### src/pkg/hae_pkg.sv
// Constants for the home agent event monitor
`default_nettype none
package hae_pkg;
    // ---------------------------------------------------------------
    // Event codes
    // ---------------------------------------------------------------
    localparam logic [7:0] EV_STALL = 8'h6c;
    localparam logic [7:0] EV_REG_LO = 8'h1b;
    localparam logic [7:0] EV_REG_HI = 8'h1c;
    localparam logic [7:0] EV_FULL = 8'h02;
    localparam logic [7:0] EV_NE = 8'h03;
    localparam logic [7:0] EV_OCC = 8'h04;
    localparam logic [7:0] EV_PEND = 8'h05;
    localparam logic [7:0] EV_AD_FULL = 8'h2a;
    localparam logic [7:0] EV_AK_FULL = 8'h32;
    localparam logic [7:0] EV_BL_FULL = 8'h36;
    localparam logic [7:0] EV_AK_TX = 8'h0e;
    localparam logic [7:0] EV_BL_TX = 8'h10;
    localparam logic [7:0] EV_BL_FILL = 8'h34;
    localparam logic [7:0] EV_STARVE = 8'h6d;
    // ---------------------------------------------------------------
    // Per-cycle ceilings
    // ---------------------------------------------------------------
    localparam logic [7:0] MAX_REG = 8'h02;
    localparam logic [10:0] MAX_OCC = 11'h080;
    localparam logic [10:0] MAX_PEND = 11'h07f;
    localparam logic [4:0] MAX_FILL = 5'h14;
    // ---------------------------------------------------------------
    // Control word layout and register map
    // ---------------------------------------------------------------
    localparam int CTL_EV_LSB = 0;
    localparam int CTL_UM_LSB = 8;
    localparam int CTL_EN_BIT = 22;
    localparam logic [31:0] CTL_WMASK = 32'h0040_ffff;
    localparam logic [31:0] CTL_RST = 32'h0000_0000;
    localparam logic [7:0] A_CTL0 = 8'h00;
    localparam logic [7:0] A_CTR0 = 8'h10;
    localparam logic [7:0] A_STAT = 8'h20;
    // ---------------------------------------------------------------
    // Sizes
    // ---------------------------------------------------------------
    localparam int NUM_CTR = 4;
    localparam int NUM_CLS = 6;
    localparam int NUM_REGION = 12;
    localparam logic [7:0] POOL_SIZE = 8'h80;
    localparam logic [7:0] POOL_GP = 8'h70;
    localparam logic [15:0] STARVE_CYCLES = 16'h0040;
endpackage
`default_nettype wire

### src/logic/hae_monitor.sv
// Home agent event monitor: APB registers, tracker pool, event sources
// ---------------------------------------------------------------
// Overview of operation
// - Code 6c counts egress stalls awaiting stop credits, four mask bits.
// - Code 1b counts requests to regions 0-7, one-hot mask, two per cycle.
// - Code 1c counts requests to regions 8-11 via mask bits 0-3.
// - Each memory request is decoded to its region before counting.
// - Code 02 counts pool-full cycles, general or all; needs backup mode.
// - Entries allocate when free and release only after completion.
// - Code 03 counts pool non-empty cycles, local and/or remote.
// - Code 04 adds selected class occupancy each cycle, at most 128.
// - Code 05 adds pending-data transactions, local/remote, at most 127.
// - Codes 2a, 32, 36 count egress-full cycles per ring.
// - Egress-full mask picks scheduler bank 0, bank 1 or either.
// - Code 0e counts acknowledge ring sends, one per cycle.
// - Code 10 counts data responses by cache, core or remote socket.
// - Code 34 adds data egress fill, at most 20 per cycle.
// - Code 6d counts cycles of prolonged injection starvation.
// ---------------------------------------------------------------
`default_nettype none
module hae_monitor
    import hae_pkg::*;
(
    // Clock and reset
    input wire logic clk_sys_in,
    input wire logic rst_n_in,
    // APB slave
    input wire logic psel_in,
    input wire logic penable_in,
    input wire logic pwrite_in,
    input wire logic [7:0] paddr_in,
    input wire logic [31:0] pwdata_in,
    output logic [31:0] prdata_out,
    output logic pready_out,
    output logic pslverr_out,
    // Tracker pool
    input wire logic alloc_in,
    input wire logic [2:0] alloc_class_in,
    input wire logic rel_in,
    input wire logic [2:0] rel_class_in,
    input wire logic bt_mode_in,
    output logic pool_free_out,
    // Region requests
    input wire logic req_a_valid_in,
    input wire logic [3:0] req_a_region_in,
    input wire logic req_b_valid_in,
    input wire logic [3:0] req_b_region_in,
    // Egress and ring
    input wire logic [3:0] credit_stall_in,
    input wire logic [6:0] pend_loc_in,
    input wire logic [6:0] pend_rem_in,
    input wire logic [1:0] egf_ad_in,
    input wire logic [1:0] egf_ak_in,
    input wire logic [1:0] egf_bl_in,
    input wire logic ack_tx_in,
    input wire logic [2:0] drs_dest_in,
    input wire logic [4:0] data_fill_in,
    input wire logic egress_blocked_in
);
    logic acc;
    logic wr_fire;
    logic [1:0] idx;
    logic hit;
    logic [31:0] rd_c;
    logic pready_q;
    logic pslverr_q;
    logic [31:0] prdata_q;
    logic [31:0] ctl_q [NUM_CTR];
    logic [31:0] cnt [NUM_CTR];
    logic [7:0] occ_q [NUM_CLS];
    logic [47:0] occ_flat;
    logic [7:0] total_q;
    logic [7:0] total_d;
    logic alloc_ok;
    logic rel_ok;
    logic pool_free_q;
    logic ne_loc;
    logic ne_rem;
    logic full_gp;
    logic full_all;
    logic [11:0] reg_a_q;
    logic [11:0] reg_b_q;
    logic [15:0] starve_cnt_q;
    logic starved_q;

    // ---------------------------------------------------------------
    // APB slave
    // ---------------------------------------------------------------
    // One wait state so read data leaves a flip-flop
    assign acc = psel_in && penable_in;
    assign wr_fire = acc && pready_q && pwrite_in;
    assign idx = paddr_in[3:2];
    assign prdata_out = prdata_q;
    assign pready_out = pready_q;
    assign pslverr_out = pslverr_q;

    always_comb begin
        hit = 1'b0;
        rd_c = '0;
        if (paddr_in[1:0] == 2'b00) begin
            if (paddr_in[7:4] == A_CTL0[7:4]) begin
                hit = 1'b1;
                rd_c = ctl_q[idx];
            end else if (paddr_in[7:4] == A_CTR0[7:4]) begin
                hit = 1'b1;
                rd_c = cnt[idx];
            end else if (paddr_in == A_STAT) begin
                hit = 1'b1;
                rd_c = {22'h00_0000, pool_free_q, starved_q, total_q};
            end
        end
    end

    always_ff @(posedge clk_sys_in or negedge rst_n_in) begin
        if (!rst_n_in) begin
            pready_q <= 1'b0;
        end else begin
            pready_q <= acc && !pready_q;
        end
    end

    always_ff @(posedge clk_sys_in or negedge rst_n_in) begin
        if (!rst_n_in) begin
            prdata_q <= '0;
            pslverr_q <= 1'b0;
        end else if (acc && !pready_q) begin
            prdata_q <= (hit && !pwrite_in) ? rd_c : 32'h0000_0000;
            pslverr_q <= !hit;
        end else begin
            prdata_q <= '0;
            pslverr_q <= 1'b0;
        end
    end

    // ---------------------------------------------------------------
    // Counter controls
    // ---------------------------------------------------------------
    // Only event, mask and enable bits hold state; others read zero
    always_ff @(posedge clk_sys_in or negedge rst_n_in) begin
        if (!rst_n_in) begin
            for (int i = 0; i < NUM_CTR; i++) begin
                ctl_q[i] <= CTL_RST;
            end
        end else if (wr_fire && paddr_in[1:0] == 2'b00 && paddr_in[7:4] == A_CTL0[7:4]) begin
            ctl_q[idx] <= pwdata_in & CTL_WMASK;
        end
    end

    // ---------------------------------------------------------------
    // Tracker pool
    // ---------------------------------------------------------------
    // Requests arriving with the pool full are not taken
    assign alloc_ok = alloc_in && alloc_class_in < 3'(NUM_CLS) && total_q < POOL_SIZE;
    assign rel_ok = rel_in && rel_class_in < 3'(NUM_CLS) && occ_q[rel_class_in] != 8'h00;
    assign total_d = total_q + 8'(alloc_ok) - 8'(rel_ok);

    generate
        for (genvar c = 0; c < NUM_CLS; c++) begin : g_cls
            always_ff @(posedge clk_sys_in or negedge rst_n_in) begin
                if (!rst_n_in) begin
                    occ_q[c] <= '0;
                end else begin
                    occ_q[c] <= occ_q[c] + 8'(alloc_ok && alloc_class_in == 3'(c))
                        - 8'(rel_ok && rel_class_in == 3'(c));
                end
            end
            assign occ_flat[c * 8 +: 8] = occ_q[c];
        end
    endgenerate

    always_ff @(posedge clk_sys_in or negedge rst_n_in) begin
        if (!rst_n_in) begin
            total_q <= '0;
            pool_free_q <= 1'b1;
        end else begin
            total_q <= total_d;
            pool_free_q <= total_d < POOL_SIZE;
        end
    end
    assign pool_free_out = pool_free_q;

    // Even classes are local, odd classes remote
    assign ne_loc = |{occ_q[0], occ_q[2], occ_q[4]};
    assign ne_rem = |{occ_q[1], occ_q[3], occ_q[5]};
    assign full_all = total_q == POOL_SIZE;
    assign full_gp = total_q >= POOL_GP;

    // ---------------------------------------------------------------
    // Region decode
    // ---------------------------------------------------------------
    // Region numbers above the map never match any mask bit
    always_ff @(posedge clk_sys_in or negedge rst_n_in) begin
        if (!rst_n_in) begin
            reg_a_q <= '0;
            reg_b_q <= '0;
        end else begin
            for (int r = 0; r < NUM_REGION; r++) begin
                reg_a_q[r] <= req_a_valid_in && req_a_region_in == 4'(r);
                reg_b_q[r] <= req_b_valid_in && req_b_region_in == 4'(r);
            end
        end
    end

    // ---------------------------------------------------------------
    // Injection starvation
    // ---------------------------------------------------------------
    always_ff @(posedge clk_sys_in or negedge rst_n_in) begin
        if (!rst_n_in) begin
            starve_cnt_q <= '0;
            starved_q <= 1'b0;
        end else if (!egress_blocked_in) begin
            starve_cnt_q <= '0;
            starved_q <= 1'b0;
        end else if (starve_cnt_q < STARVE_CYCLES - 16'h0001) begin
            starve_cnt_q <= starve_cnt_q + 16'h0001;
        end else begin
            starved_q <= 1'b1;
        end
    end

    // ---------------------------------------------------------------
    // Counters
    // ---------------------------------------------------------------
    // Exactly four counters, all able to take every event
    generate
        for (genvar i = 0; i < NUM_CTR; i++) begin : g_ctr
            hae_ctr_slice u_ctr (
                .clk_sys_in(clk_sys_in),
                .rst_n_in(rst_n_in),
                .ctl_in(ctl_q[i]),
                .load_in(wr_fire && paddr_in[1:0] == 2'b00
                    && paddr_in[7:4] == A_CTR0[7:4] && idx == 2'(i)),
                .load_val_in(pwdata_in),
                .stall_in(credit_stall_in),
                .reg_a_in(reg_a_q),
                .reg_b_in(reg_b_q),
                .full_gp_in(full_gp),
                .full_all_in(full_all),
                .bt_mode_in(bt_mode_in),
                .ne_loc_in(ne_loc),
                .ne_rem_in(ne_rem),
                .occ_in(occ_flat),
                .pend_loc_in(pend_loc_in),
                .pend_rem_in(pend_rem_in),
                .egf_ad_in(egf_ad_in),
                .egf_ak_in(egf_ak_in),
                .egf_bl_in(egf_bl_in),
                .ack_tx_in(ack_tx_in),
                .drs_in(drs_dest_in),
                .fill_in(data_fill_in),
                .starved_in(starved_q),
                .count_out(cnt[i])
            );
        end
    endgenerate

    // ---------------------------------------------------------------
    // Checks
    // ---------------------------------------------------------------
    AST_FULL_REFUSES: assert property (@(posedge clk_sys_in) disable iff (!rst_n_in)
        total_q == POOL_SIZE && !rel_in |=> total_q == POOL_SIZE)
        else $error("allocation taken with pool full");
    AST_NO_SPUR_REL: assert property (@(posedge clk_sys_in) disable iff (!rst_n_in)
        !alloc_in && !rel_in |=> total_q == $past(total_q))
        else $error("occupancy moved with no alloc or release");
    AST_LOCAL_NE: assert property (@(posedge clk_sys_in) disable iff (!rst_n_in)
        alloc_in && alloc_class_in == 3'h0 && total_q < POOL_SIZE |=> ne_loc)
        else $error("local allocation not seen as non-empty");
    AST_REGION_ONEHOT: assert property (@(posedge clk_sys_in) disable iff (!rst_n_in)
        req_a_valid_in && req_a_region_in == 4'h9 |=> reg_a_q == 12'h200)
        else $error("region decode wrong");
    AST_STARVE_LATE: assert property (@(posedge clk_sys_in) disable iff (!rst_n_in)
        !egress_blocked_in ##1 egress_blocked_in [*8] |-> !starved_q)
        else $error("starvation flagged too early");
    AST_STARVE_CLEAR: assert property (@(posedge clk_sys_in) disable iff (!rst_n_in)
        !egress_blocked_in |=> !starved_q)
        else $error("starvation held after egress moved");
    AST_APB_WAIT: assert property (@(posedge clk_sys_in) disable iff (!rst_n_in)
        acc && !pready_q |=> pready_q ##1 !pready_q)
        else $error("APB answer not after one wait state");
    AST_CTL_WRITE: assert property (@(posedge clk_sys_in) disable iff (!rst_n_in)
        wr_fire && paddr_in == A_CTL0 |=> ctl_q[0] == ($past(pwdata_in) & CTL_WMASK))
        else $error("control write not stored");
    COV_FULL: cover property (@(posedge clk_sys_in) disable iff (!rst_n_in)
        full_all);
    COV_STARVE: cover property (@(posedge clk_sys_in) disable iff (!rst_n_in)
        $rose(starved_q));
    COV_ERR: cover property (@(posedge clk_sys_in) disable iff (!rst_n_in)
        pready_q && pslverr_q);
endmodule // hae_monitor
`default_nettype wire

### src/logic/hae_ctr_slice.sv
// One event counter: event select, per-cycle increment, accumulation
`default_nettype none
module hae_ctr_slice
    import hae_pkg::*;
(
    // Clock and reset
    input wire logic clk_sys_in,
    input wire logic rst_n_in,
    // Control and load
    input wire logic [31:0] ctl_in,
    input wire logic load_in,
    input wire logic [31:0] load_val_in,
    // Conditions
    input wire logic [3:0] stall_in,
    input wire logic [11:0] reg_a_in,
    input wire logic [11:0] reg_b_in,
    input wire logic full_gp_in,
    input wire logic full_all_in,
    input wire logic bt_mode_in,
    input wire logic ne_loc_in,
    input wire logic ne_rem_in,
    input wire logic [47:0] occ_in,
    input wire logic [6:0] pend_loc_in,
    input wire logic [6:0] pend_rem_in,
    input wire logic [1:0] egf_ad_in,
    input wire logic [1:0] egf_ak_in,
    input wire logic [1:0] egf_bl_in,
    input wire logic ack_tx_in,
    input wire logic [2:0] drs_in,
    input wire logic [4:0] fill_in,
    input wire logic starved_in,
    // Count
    output logic [31:0] count_out
);
    logic [7:0] ev;
    logic [7:0] um;
    logic [7:0] inc_d;
    logic [10:0] sum;
    logic [31:0] count_q;

    assign ev = ctl_in[CTL_EV_LSB +: 8];
    assign um = ctl_in[CTL_UM_LSB +: 8];
    assign count_out = count_q;

    // ---------------------------------------------------------------
    // Increment select
    // ---------------------------------------------------------------
    always_comb begin
        sum = '0;
        inc_d = '0;
        unique case (ev)
            EV_STALL: inc_d = 8'(|(stall_in & um[3:0]));
            EV_REG_LO: inc_d = 8'(|(reg_a_in[7:0] & um)) + 8'(|(reg_b_in[7:0] & um));
            EV_REG_HI: begin
                inc_d = 8'(|(reg_a_in[11:8] & um[3:0])) + 8'(|(reg_b_in[11:8] & um[3:0]));
            end
            // Without backup mode the fill level is meaningless, so count nothing
            EV_FULL: inc_d = 8'(bt_mode_in & ((um[0] & full_gp_in) | (um[1] & full_all_in)));
            EV_NE: inc_d = 8'((um[0] & ne_loc_in) | (um[1] & ne_rem_in));
            EV_OCC: begin
                for (int c = 0; c < NUM_CLS; c++) begin
                    if (um[2 + c]) begin
                        sum = sum + 11'(occ_in[c * 8 +: 8]);
                    end
                end
                inc_d = (sum > MAX_OCC) ? MAX_OCC[7:0] : sum[7:0];
            end
            EV_PEND: begin
                sum = (um[0] ? 11'(pend_loc_in) : 11'h000) + (um[1] ? 11'(pend_rem_in) : 11'h000);
                inc_d = (sum > MAX_PEND) ? MAX_PEND[7:0] : sum[7:0];
            end
            EV_AD_FULL: inc_d = 8'(|(egf_ad_in & um[1:0]));
            EV_AK_FULL: inc_d = 8'(|(egf_ak_in & um[1:0]));
            EV_BL_FULL: inc_d = 8'(|(egf_bl_in & um[1:0]));
            EV_AK_TX: inc_d = 8'(ack_tx_in);
            EV_BL_TX: inc_d = 8'(|(drs_in & um[2:0]));
            EV_BL_FILL: inc_d = 8'((fill_in > MAX_FILL) ? MAX_FILL : fill_in);
            EV_STARVE: inc_d = 8'(starved_in);
            default: inc_d = '0;
        endcase
    end

    // ---------------------------------------------------------------
    // Accumulator
    // ---------------------------------------------------------------
    always_ff @(posedge clk_sys_in or negedge rst_n_in) begin
        if (!rst_n_in) begin
            count_q <= '0;
        end else if (load_in) begin
            count_q <= load_val_in;
        end else if (ctl_in[CTL_EN_BIT]) begin
            count_q <= count_q + 32'(inc_d);
        end
    end

    AST_COUNT_ADDS: assert property (@(posedge clk_sys_in) disable iff (!rst_n_in)
        ctl_in[CTL_EN_BIT] && !load_in |=> count_q == $past(count_q) + 32'($past(inc_d)))
        else $error("counter did not add its increment");
    AST_OCC_CEIL: assert property (@(posedge clk_sys_in) disable iff (!rst_n_in)
        ev == EV_OCC |-> inc_d <= 8'h80)
        else $error("occupancy increment above 128");
    AST_PEND_CEIL: assert property (@(posedge clk_sys_in) disable iff (!rst_n_in)
        ev == EV_PEND && um == 8'h03 && pend_loc_in == 7'h7f |-> inc_d == 8'h7f)
        else $error("pending increment not clipped at 127");
    AST_FILL_CEIL: assert property (@(posedge clk_sys_in) disable iff (!rst_n_in)
        ev == EV_BL_FILL |-> inc_d <= 8'h14)
        else $error("fill increment above 20");
    AST_REG_CEIL: assert property (@(posedge clk_sys_in) disable iff (!rst_n_in)
        ev == EV_REG_LO |-> inc_d <= MAX_REG)
        else $error("region increment above 2");
    AST_BT_OFF: assert property (@(posedge clk_sys_in) disable iff (!rst_n_in)
        ev == EV_FULL && !bt_mode_in |-> inc_d == 8'h00)
        else $error("full count without backup mode");
    AST_EGF_ANY: assert property (@(posedge clk_sys_in) disable iff (!rst_n_in)
        ev == EV_BL_FULL && um[1:0] == 2'b11 |-> inc_d == 8'(|egf_bl_in))
        else $error("egress full union wrong");
    COV_OCC: cover property (@(posedge clk_sys_in) disable iff (!rst_n_in)
        ev == EV_OCC && inc_d > 8'h01);
endmodule // hae_ctr_slice
`default_nettype wire

### config.mk
export PLATFORM = sky130hd
export DESIGN_NAME = hae_monitor
export DESIGN_NICKNAME = d
export VERILOG_FILES = /design/src/pkg/hae_pkg.sv /design/src/logic/hae_monitor.sv /design/src/logic/hae_ctr_slice.sv
export SDC_FILE = /design/constraint.sdc
export NUM_CORES = 1
export LEC_CHECK = 0
export BUFFER_PORTS_ARGS = -buffer_cell sky130_fd_sc_hd__buf_2
export CAP_MARGIN = 20
export CORE_MARGIN = 2
export CORE_UTILIZATION = 40
export CTS_CLUSTER_DIAMETER = 200
export DETAILED_ROUTE_END_ITERATION = 8
export SLEW_MARGIN = 15
export SYNTH_ARGS = -nofsm -noshare
export SYNTH_HDL_FRONTEND = slang
export SYNTH_SLANG_ARGS = --single-unit
### constraint.sdc
create_clock -name clk_sys_in -period 11.8 [get_ports clk_sys_in]
set_input_delay 1.77 -clock clk_sys_in [delete_from_list [all_inputs] [get_ports clk_sys_in]]
set_output_delay 1.77 -clock clk_sys_in [all_outputs]
set_load 0.02 [all_outputs]
# Word level (Yosys, flattened, before mapping)
# Index checks and enable logic that the tools add are counted.
# op_classes
magnitude_cmp,18
n_eq_ne,96
n_mux,104
n_mul,0
shifts,0
add_sub_neg,51
n_reduce_logical,106
div_mod_pow,0
bitwise,66
# ops
operator,n
two-way mux 32 bit,18
two-way mux 11 bit,44
one-hot mux 8 bit (14 select lines),4
adder 11 x 8 -> 11 bit,20
"== test 8 x 6 -> 1 bit, second input constant",17
adder 32 x 8 -> 32 bit,4
binary-select mux 32 bit (select 2 bit),2
bitwise mux 128 bit,1
two-way mux 8 bit,14
"== test 8 x 5 -> 1 bit, second input constant",12
bitwise AND 8 bit,8
demux 32 bit (select 2 bit),1
"== test 8 x 2 -> 1 bit, second input constant",8
"== test 8 x 3 -> 1 bit, second input constant",8
"== test 8 x 7 -> 1 bit, second input constant",8
bitwise OR 8 bit,8
OR reduction 8 bit,8
adder 8 x 1 -> 8 bit,7
two-way mux 7 bit,8
subtractor 8 x 1 -> 8 bit,7
logical AND 1 bit,53
bitwise AND 4 bit,12
OR reduction 24 bit,2
OR reduction 4 bit,12
other kinds (45),155
# totals
in_bits,98
latchBits,0
out_inout_bits,35
ff_bits,388
word_cells,464
mem_count,0
ram_bits,0
mem_bits_ro,0

# Longest topological paths before layout
# logic_depth
word_depth,23
depth_mapped,50
mapped_depth_nobuf,50

# Cells and area by module
# From an unflattened synthesis, not the netlist that was laid out.
# hier_totals
cells_unflattened,3933
hier_area_um2,33719.8
# modules_own_cells
mod,area_each_um2,seq_area_each_um2,instances,cells_per_inst
hae_ctr_slice at g_ctr[0].u_ctr ...,5656.7,800.8,3,751
hae_monitor,10861.7,5006.1,1,898
hae_ctr_slice at g_ctr[1].u_ctr,5888.1,800.8,1,782

# Least setup slack after synthesis
# OpenSTA, ideal clock, no wires.
# synth_timing
kind,reg2reg
start,register ctl_q[106] (netlist bit)
end,register g_ctr[0].u_ctr.count_q[22]
synth_period_minus_slack_ns,9.117
setup_slack_ns,2.683
stages_incl_launch_ff,49
n_path_buf,1
required_time_ns,11.723
arrival_ns,9.039
setup_time_ns,0.077
cell_sequence,dfrtp_1 > buf_2 > nand2_1 > inv_1 > ha_1 > a21o_1 > a21oi_1 > xnor2_1 > nor2_1 > xnor2_1 > ha_1 > o21ai_0 > nor2_1 > o21ai_0 > o21ai_0 > inv_1 > ha_1 > o21a_1 > (+13 left out) > nand4_1 > a31o_2 > or4_1 > mux2i_2 > a41o_1 > ha_1 > inv_1 > fa_1 > nor2b_1 > o21ai_0 > a21boi_0 > o21ai_0 > a21boi_0 > o21ai_0 > a2111oi_1 > nand3_1 > xor2_1 > a21oi_1
# synth_via
elab_chain_cells,23
elab_cells_between_ends,37
classes_between,add/sub (8); order compare (1); mux (16); bitwise (6); reduce/logical (6)
# synth_lines
item,line_no,text
from (decl),hae_monitor.sv:68,logic [31:0] ctl_q [NUM_CTR];
"from (signal, indexed assignment)",hae_monitor.sv:145,ctl_q[idx] <= pwdata_in & CTL_WMASK;
two-way mux 8 bit,hae_ctr_slice.sv:62,if (um[2 + c]) begin
two-way mux 11 bit,hae_ctr_slice.sv:51,unique case (ev)
adder 11 x 8 -> 11 bit,hae_ctr_slice.sv:63,sum = sum + 11'(occ_in[c * 8 +: 8]);
two-way mux 11 bit,hae_ctr_slice.sv:62,
two-way mux 11 bit,hae_ctr_slice.sv:51,
adder 11 x 8 -> 11 bit,hae_ctr_slice.sv:63,
two-way mux 11 bit,hae_ctr_slice.sv:62,
two-way mux 11 bit,hae_ctr_slice.sv:51,
(+7 left out),--,
two-way mux 11 bit,hae_ctr_slice.sv:62,
two-way mux 11 bit,hae_ctr_slice.sv:51,
greater-than comparator 11 x 8 -> 1 bit,hae_ctr_slice.sv:66,inc_d = (sum > MAX_OCC) ? MAX_OCC[7:0] : sum[7:0];
two-way mux 8 bit,hae_ctr_slice.sv:66,
one-hot mux 8 bit (14 select lines) *,hae_ctr_slice.sv:51,
adder 32 x 8 -> 32 bit *,hae_ctr_slice.sv:92,count_q <= count_q + 32'(inc_d);
two-way mux 32 bit *,hae_ctr_slice.sv:91,end else if (ctl_in[CTL_EN_BIT]) begin
two-way mux 32 bit *,hae_ctr_slice.sv:89,end else if (load_in) begin
to (signal assigned),hae_ctr_slice.sv:90,count_q <= load_val_in;
to (signal assigned),hae_ctr_slice.sv:92,
to (decl),hae_ctr_slice.sv:39,logic [31:0] count_q;
# Mark *: on every way between the ends. The rest lies on a longest branch, timed or not. The select of a mux whose other input is x is not followed.
# A chain may end at the register's enable or synchronous reset.

# Worst setup path after layout
# Ends and elaborated chain as after synthesis.

==> impl_metrics.py <==
metrics = {
    "status": {
        "run_status": "complete, no violations",
    },
    "sta": {
        "setup_viol": 0,
        "timing.setup.tns_ps": 0,
        "fin_crit_sh_pct": 88.9,
        "worstMarginPinSlew_ps": 1090,
        "worst_slew_margin_rel_pct": 27.6,
        "hold_viol_final": 0,
        "drv_slew": 0,
        "clock.fmax_mhz": 95.3,
        "rsz0062_at_grt": "no",
        "period_minus_slack_ps": 10490,
        "finalClockSkew_ps": 30.5,
    },
    "floorplan": {
        "core_area_mm2": 0.0791,
        "core.rowCount": 103,
        "die_h_um": 287,
        "ios": 133,
        "die_w_um": 287,
        "die-area_mm2": 0.0824,
        "start_util_pct": 40.5,
    },
    "cells_and_area": {
        "area_growth_pct": 10.0,
        "drive_gt1_share_pct": 11.3,
        "final_cell_mix": "359 x nor2_1, 327 x dfrtp_1, 308 x ha_1",
        "num-fill-cells": 7802,
        "final_common_cell": "nor2_1",
        "fin_cells": 4916,
        "nets": 4272,
        "final_design_area_no_fill_mm2": 0.0353,
        "utilization_pct": 44.6,
    },
    "yosys": {
        "synth_ff_type": "dfrtp_1",
        "synthCells": 3771,
        "synth_cell_type_count": 93,
        "yosys_register_bits": 328,
        "netlist_area_mm2": 0.0321,
        "ys_seq_area_share_pct": 25.6,
        "ys_async_sr_fraction_pct": 100,
        "yosys-top-cells-area": "dfrtp_1 26%, ha_1 12%, a21oi_1 4.8%",
        "yosys.area.top_type": "dfrtp_1",
        "syn_area_per_cell_um2": 8.50,
        "synth.net_count": 4212,
        "synth-edff-count": 0,
        "ys_warn_count": 0,
        "synth_top_cell_area_share_pct": 25.5,
    },
    "setup_path": {
        "slowest_stage": "dfrtp_1",
        "rr_worst_depth": 47,
        "crit_start": "ctl_q[106]",
        "crit_top_cell": "o21ai_0",
        "cp_data_arrival_time_ps": 10920,
        "cp.required_ps": 12230,
        "worstSetupStartpointType": "flip-flop",
        "crit_type": "flip-flop to flip-flop",
        "cp_max_fo": 16,
        "slowest_delay_ps": 540,
        "rr_startpoint": "ctl_q[106]",
        "cp-end-kind": "flip-flop",
    },
    "clock_tree": {
        "cts_root_buffer": "clkbuf_16",
        "path_clk_slew_ps": 50,
        "clkLatencyLatePin_ps": 600,
        "ctsHoldBuffers": 0,
        "ctsHtreeMaxLevel": 2,
        "cts_tree": "built",
        "cts-buffers-inserted": 41,
        "cts_setup_buffers": 0,
        "clk_path_buf_depth": 3,
        "cts_resized": 0,
        "cts_num_sinks": 328,
    },
    "drt": {
        "avgRoutedWirePerCell_um": 23.1,
        "drtIter0Drc": 3453,
        "vias": 29500,
        "via_per_inst": 6.00,
        "dr.pass1.iters": 7,
        "remaining_drc_errors": 0,
        "ant_nets": 0,
        "drt-total-wl_mm": 114,
    },
    "worst_hold_path": {
        "min_path_cells": 1,
        "hold_path.class": "flip-flop to flip-flop",
        "hold_start": "starve_cnt_q[9]",
    },
    "placed_design": {
        "placed_area_mm2": 0.0338,
        "gp_congestion": 1.00,
        "portBuffers": 132,
        "placedCellCount": 4837,
        "hpwl_mm": 85.5,
    },
    "job": {
        "maxCapViolCount": 0,
    },
    "global_routing": {
        "grt_pass1_vias": 27900,
        "grt_pass1_wl_mm": 172,
        "grt_max_degree": 76,
        "grt-ovfl-total": 0,
        "gr-usage-all-layers_pct": 27.3,
        "antenna_found_initial": 6,
    },
}
-- layout make-up --
type                       count  area (um^2)  share of cell area (%)
antenna                        2         5.00                  0.0142
tap                         1050         1310                    3.72
sequential                   328         8210                    23.3
clock inverter                22          369                    1.05
timing repair buffer         168          951                    2.70
clock buffer                  54         1120                    3.19
inverter                     221          830                    2.35
multi-input combinational   3071        22500                    63.7
-- logic make-up after synthesis --
family                   Yosys count  share of synthesized area (%)
AND/OR/NAND/NOR                 1184                           18.1
XOR/XNOR                         270                           7.42
AO/OA/AOI/OAI                   1060                           21.3
flip-flops                       328                           25.6
multiplexers                     212                           8.96
adder cells (fa/ha/maj)          345                           14.3
buffers and inverters            372                           4.39
-- through the flow --
stage,worst slack (ps),hold WS [ps]
after global routing,370,510
final,1310,482
after CTS,1480,488
after global placement,1520,469
after floorplan,2680,454
after detailed placement,1530,472
-- routing by layer --
metal	global-route usage, %	up-vias	share of wire (%)
li1	-	13800	-
met1	39.5	14300	45
met2	41.4	1192	43
met3	4.27	240	8.3
met4	9.13	4	3.7
met5	0	-	0.020
-- worst paths after layout --
kind | end | slack (ps)
worst min register to register | starve_cnt_q[9] | 480
worst max-delay path | g_ctr[0].u_ctr.count_out[22] | 1310
min in group asynchronous | ctl_q[10] | 1170
max in group asynchronous | prdata_out[1] | 8320
worst max register to register | g_ctr[0].u_ctr.count_out[22] | 1310
worst min-delay path | starve_cnt_q[9] | 480
-- synthesized netlist by cell type, drive strengths merged, types with 24 or more instances --
cell type and n:
a211oi 51, a21o 58, a21oi 309, a22oi 72, and2 110, and3 39, clkbuf 134, dfrtp 327
fa 35, ha 308, inv 213, mux2 106, mux2i 57, mux4 49, nand2 261, nand2b 45
nand3 77, nand4 40, nor2 361, nor2b 59, nor3 70, nor4 27, o211ai 24, o21a 44
o21ai 241, o21bai 37, o22ai 24, xnor2 159, xor2 110
-- worst max-delay path: cells and delay by family (launching register included) --
family / cells / cell delay [ps]
and+or+nand+nor: 6 / 720
muxes: 2 / 730
xor gates and xnor gates: 5 / 800
adders and majority gates: 7 / 2230
AOI/OAI and AO/OA: 22 / 4470
DFF: 1 / 540
buffers and inverters: 5 / 800
-- flip-flops by register name, indices dropped and copies added, names as in the netlist, 8 cells and up --
| name | count |
|---|---|
| g_ctr.u_ctr.count_out | 128 |
| ctl_q | 68 |
| occ_flat | 48 |
| prdata_out | 32 |
| starve_cnt_q | 16 |
| reg_a_q | 12 |
| reg_b_q | 12 |
| total_q | 8 |
Power is left out: the tool's default activity adds up to more than one toggle a clock period on the data nets, which glitch-free logic cannot reach.
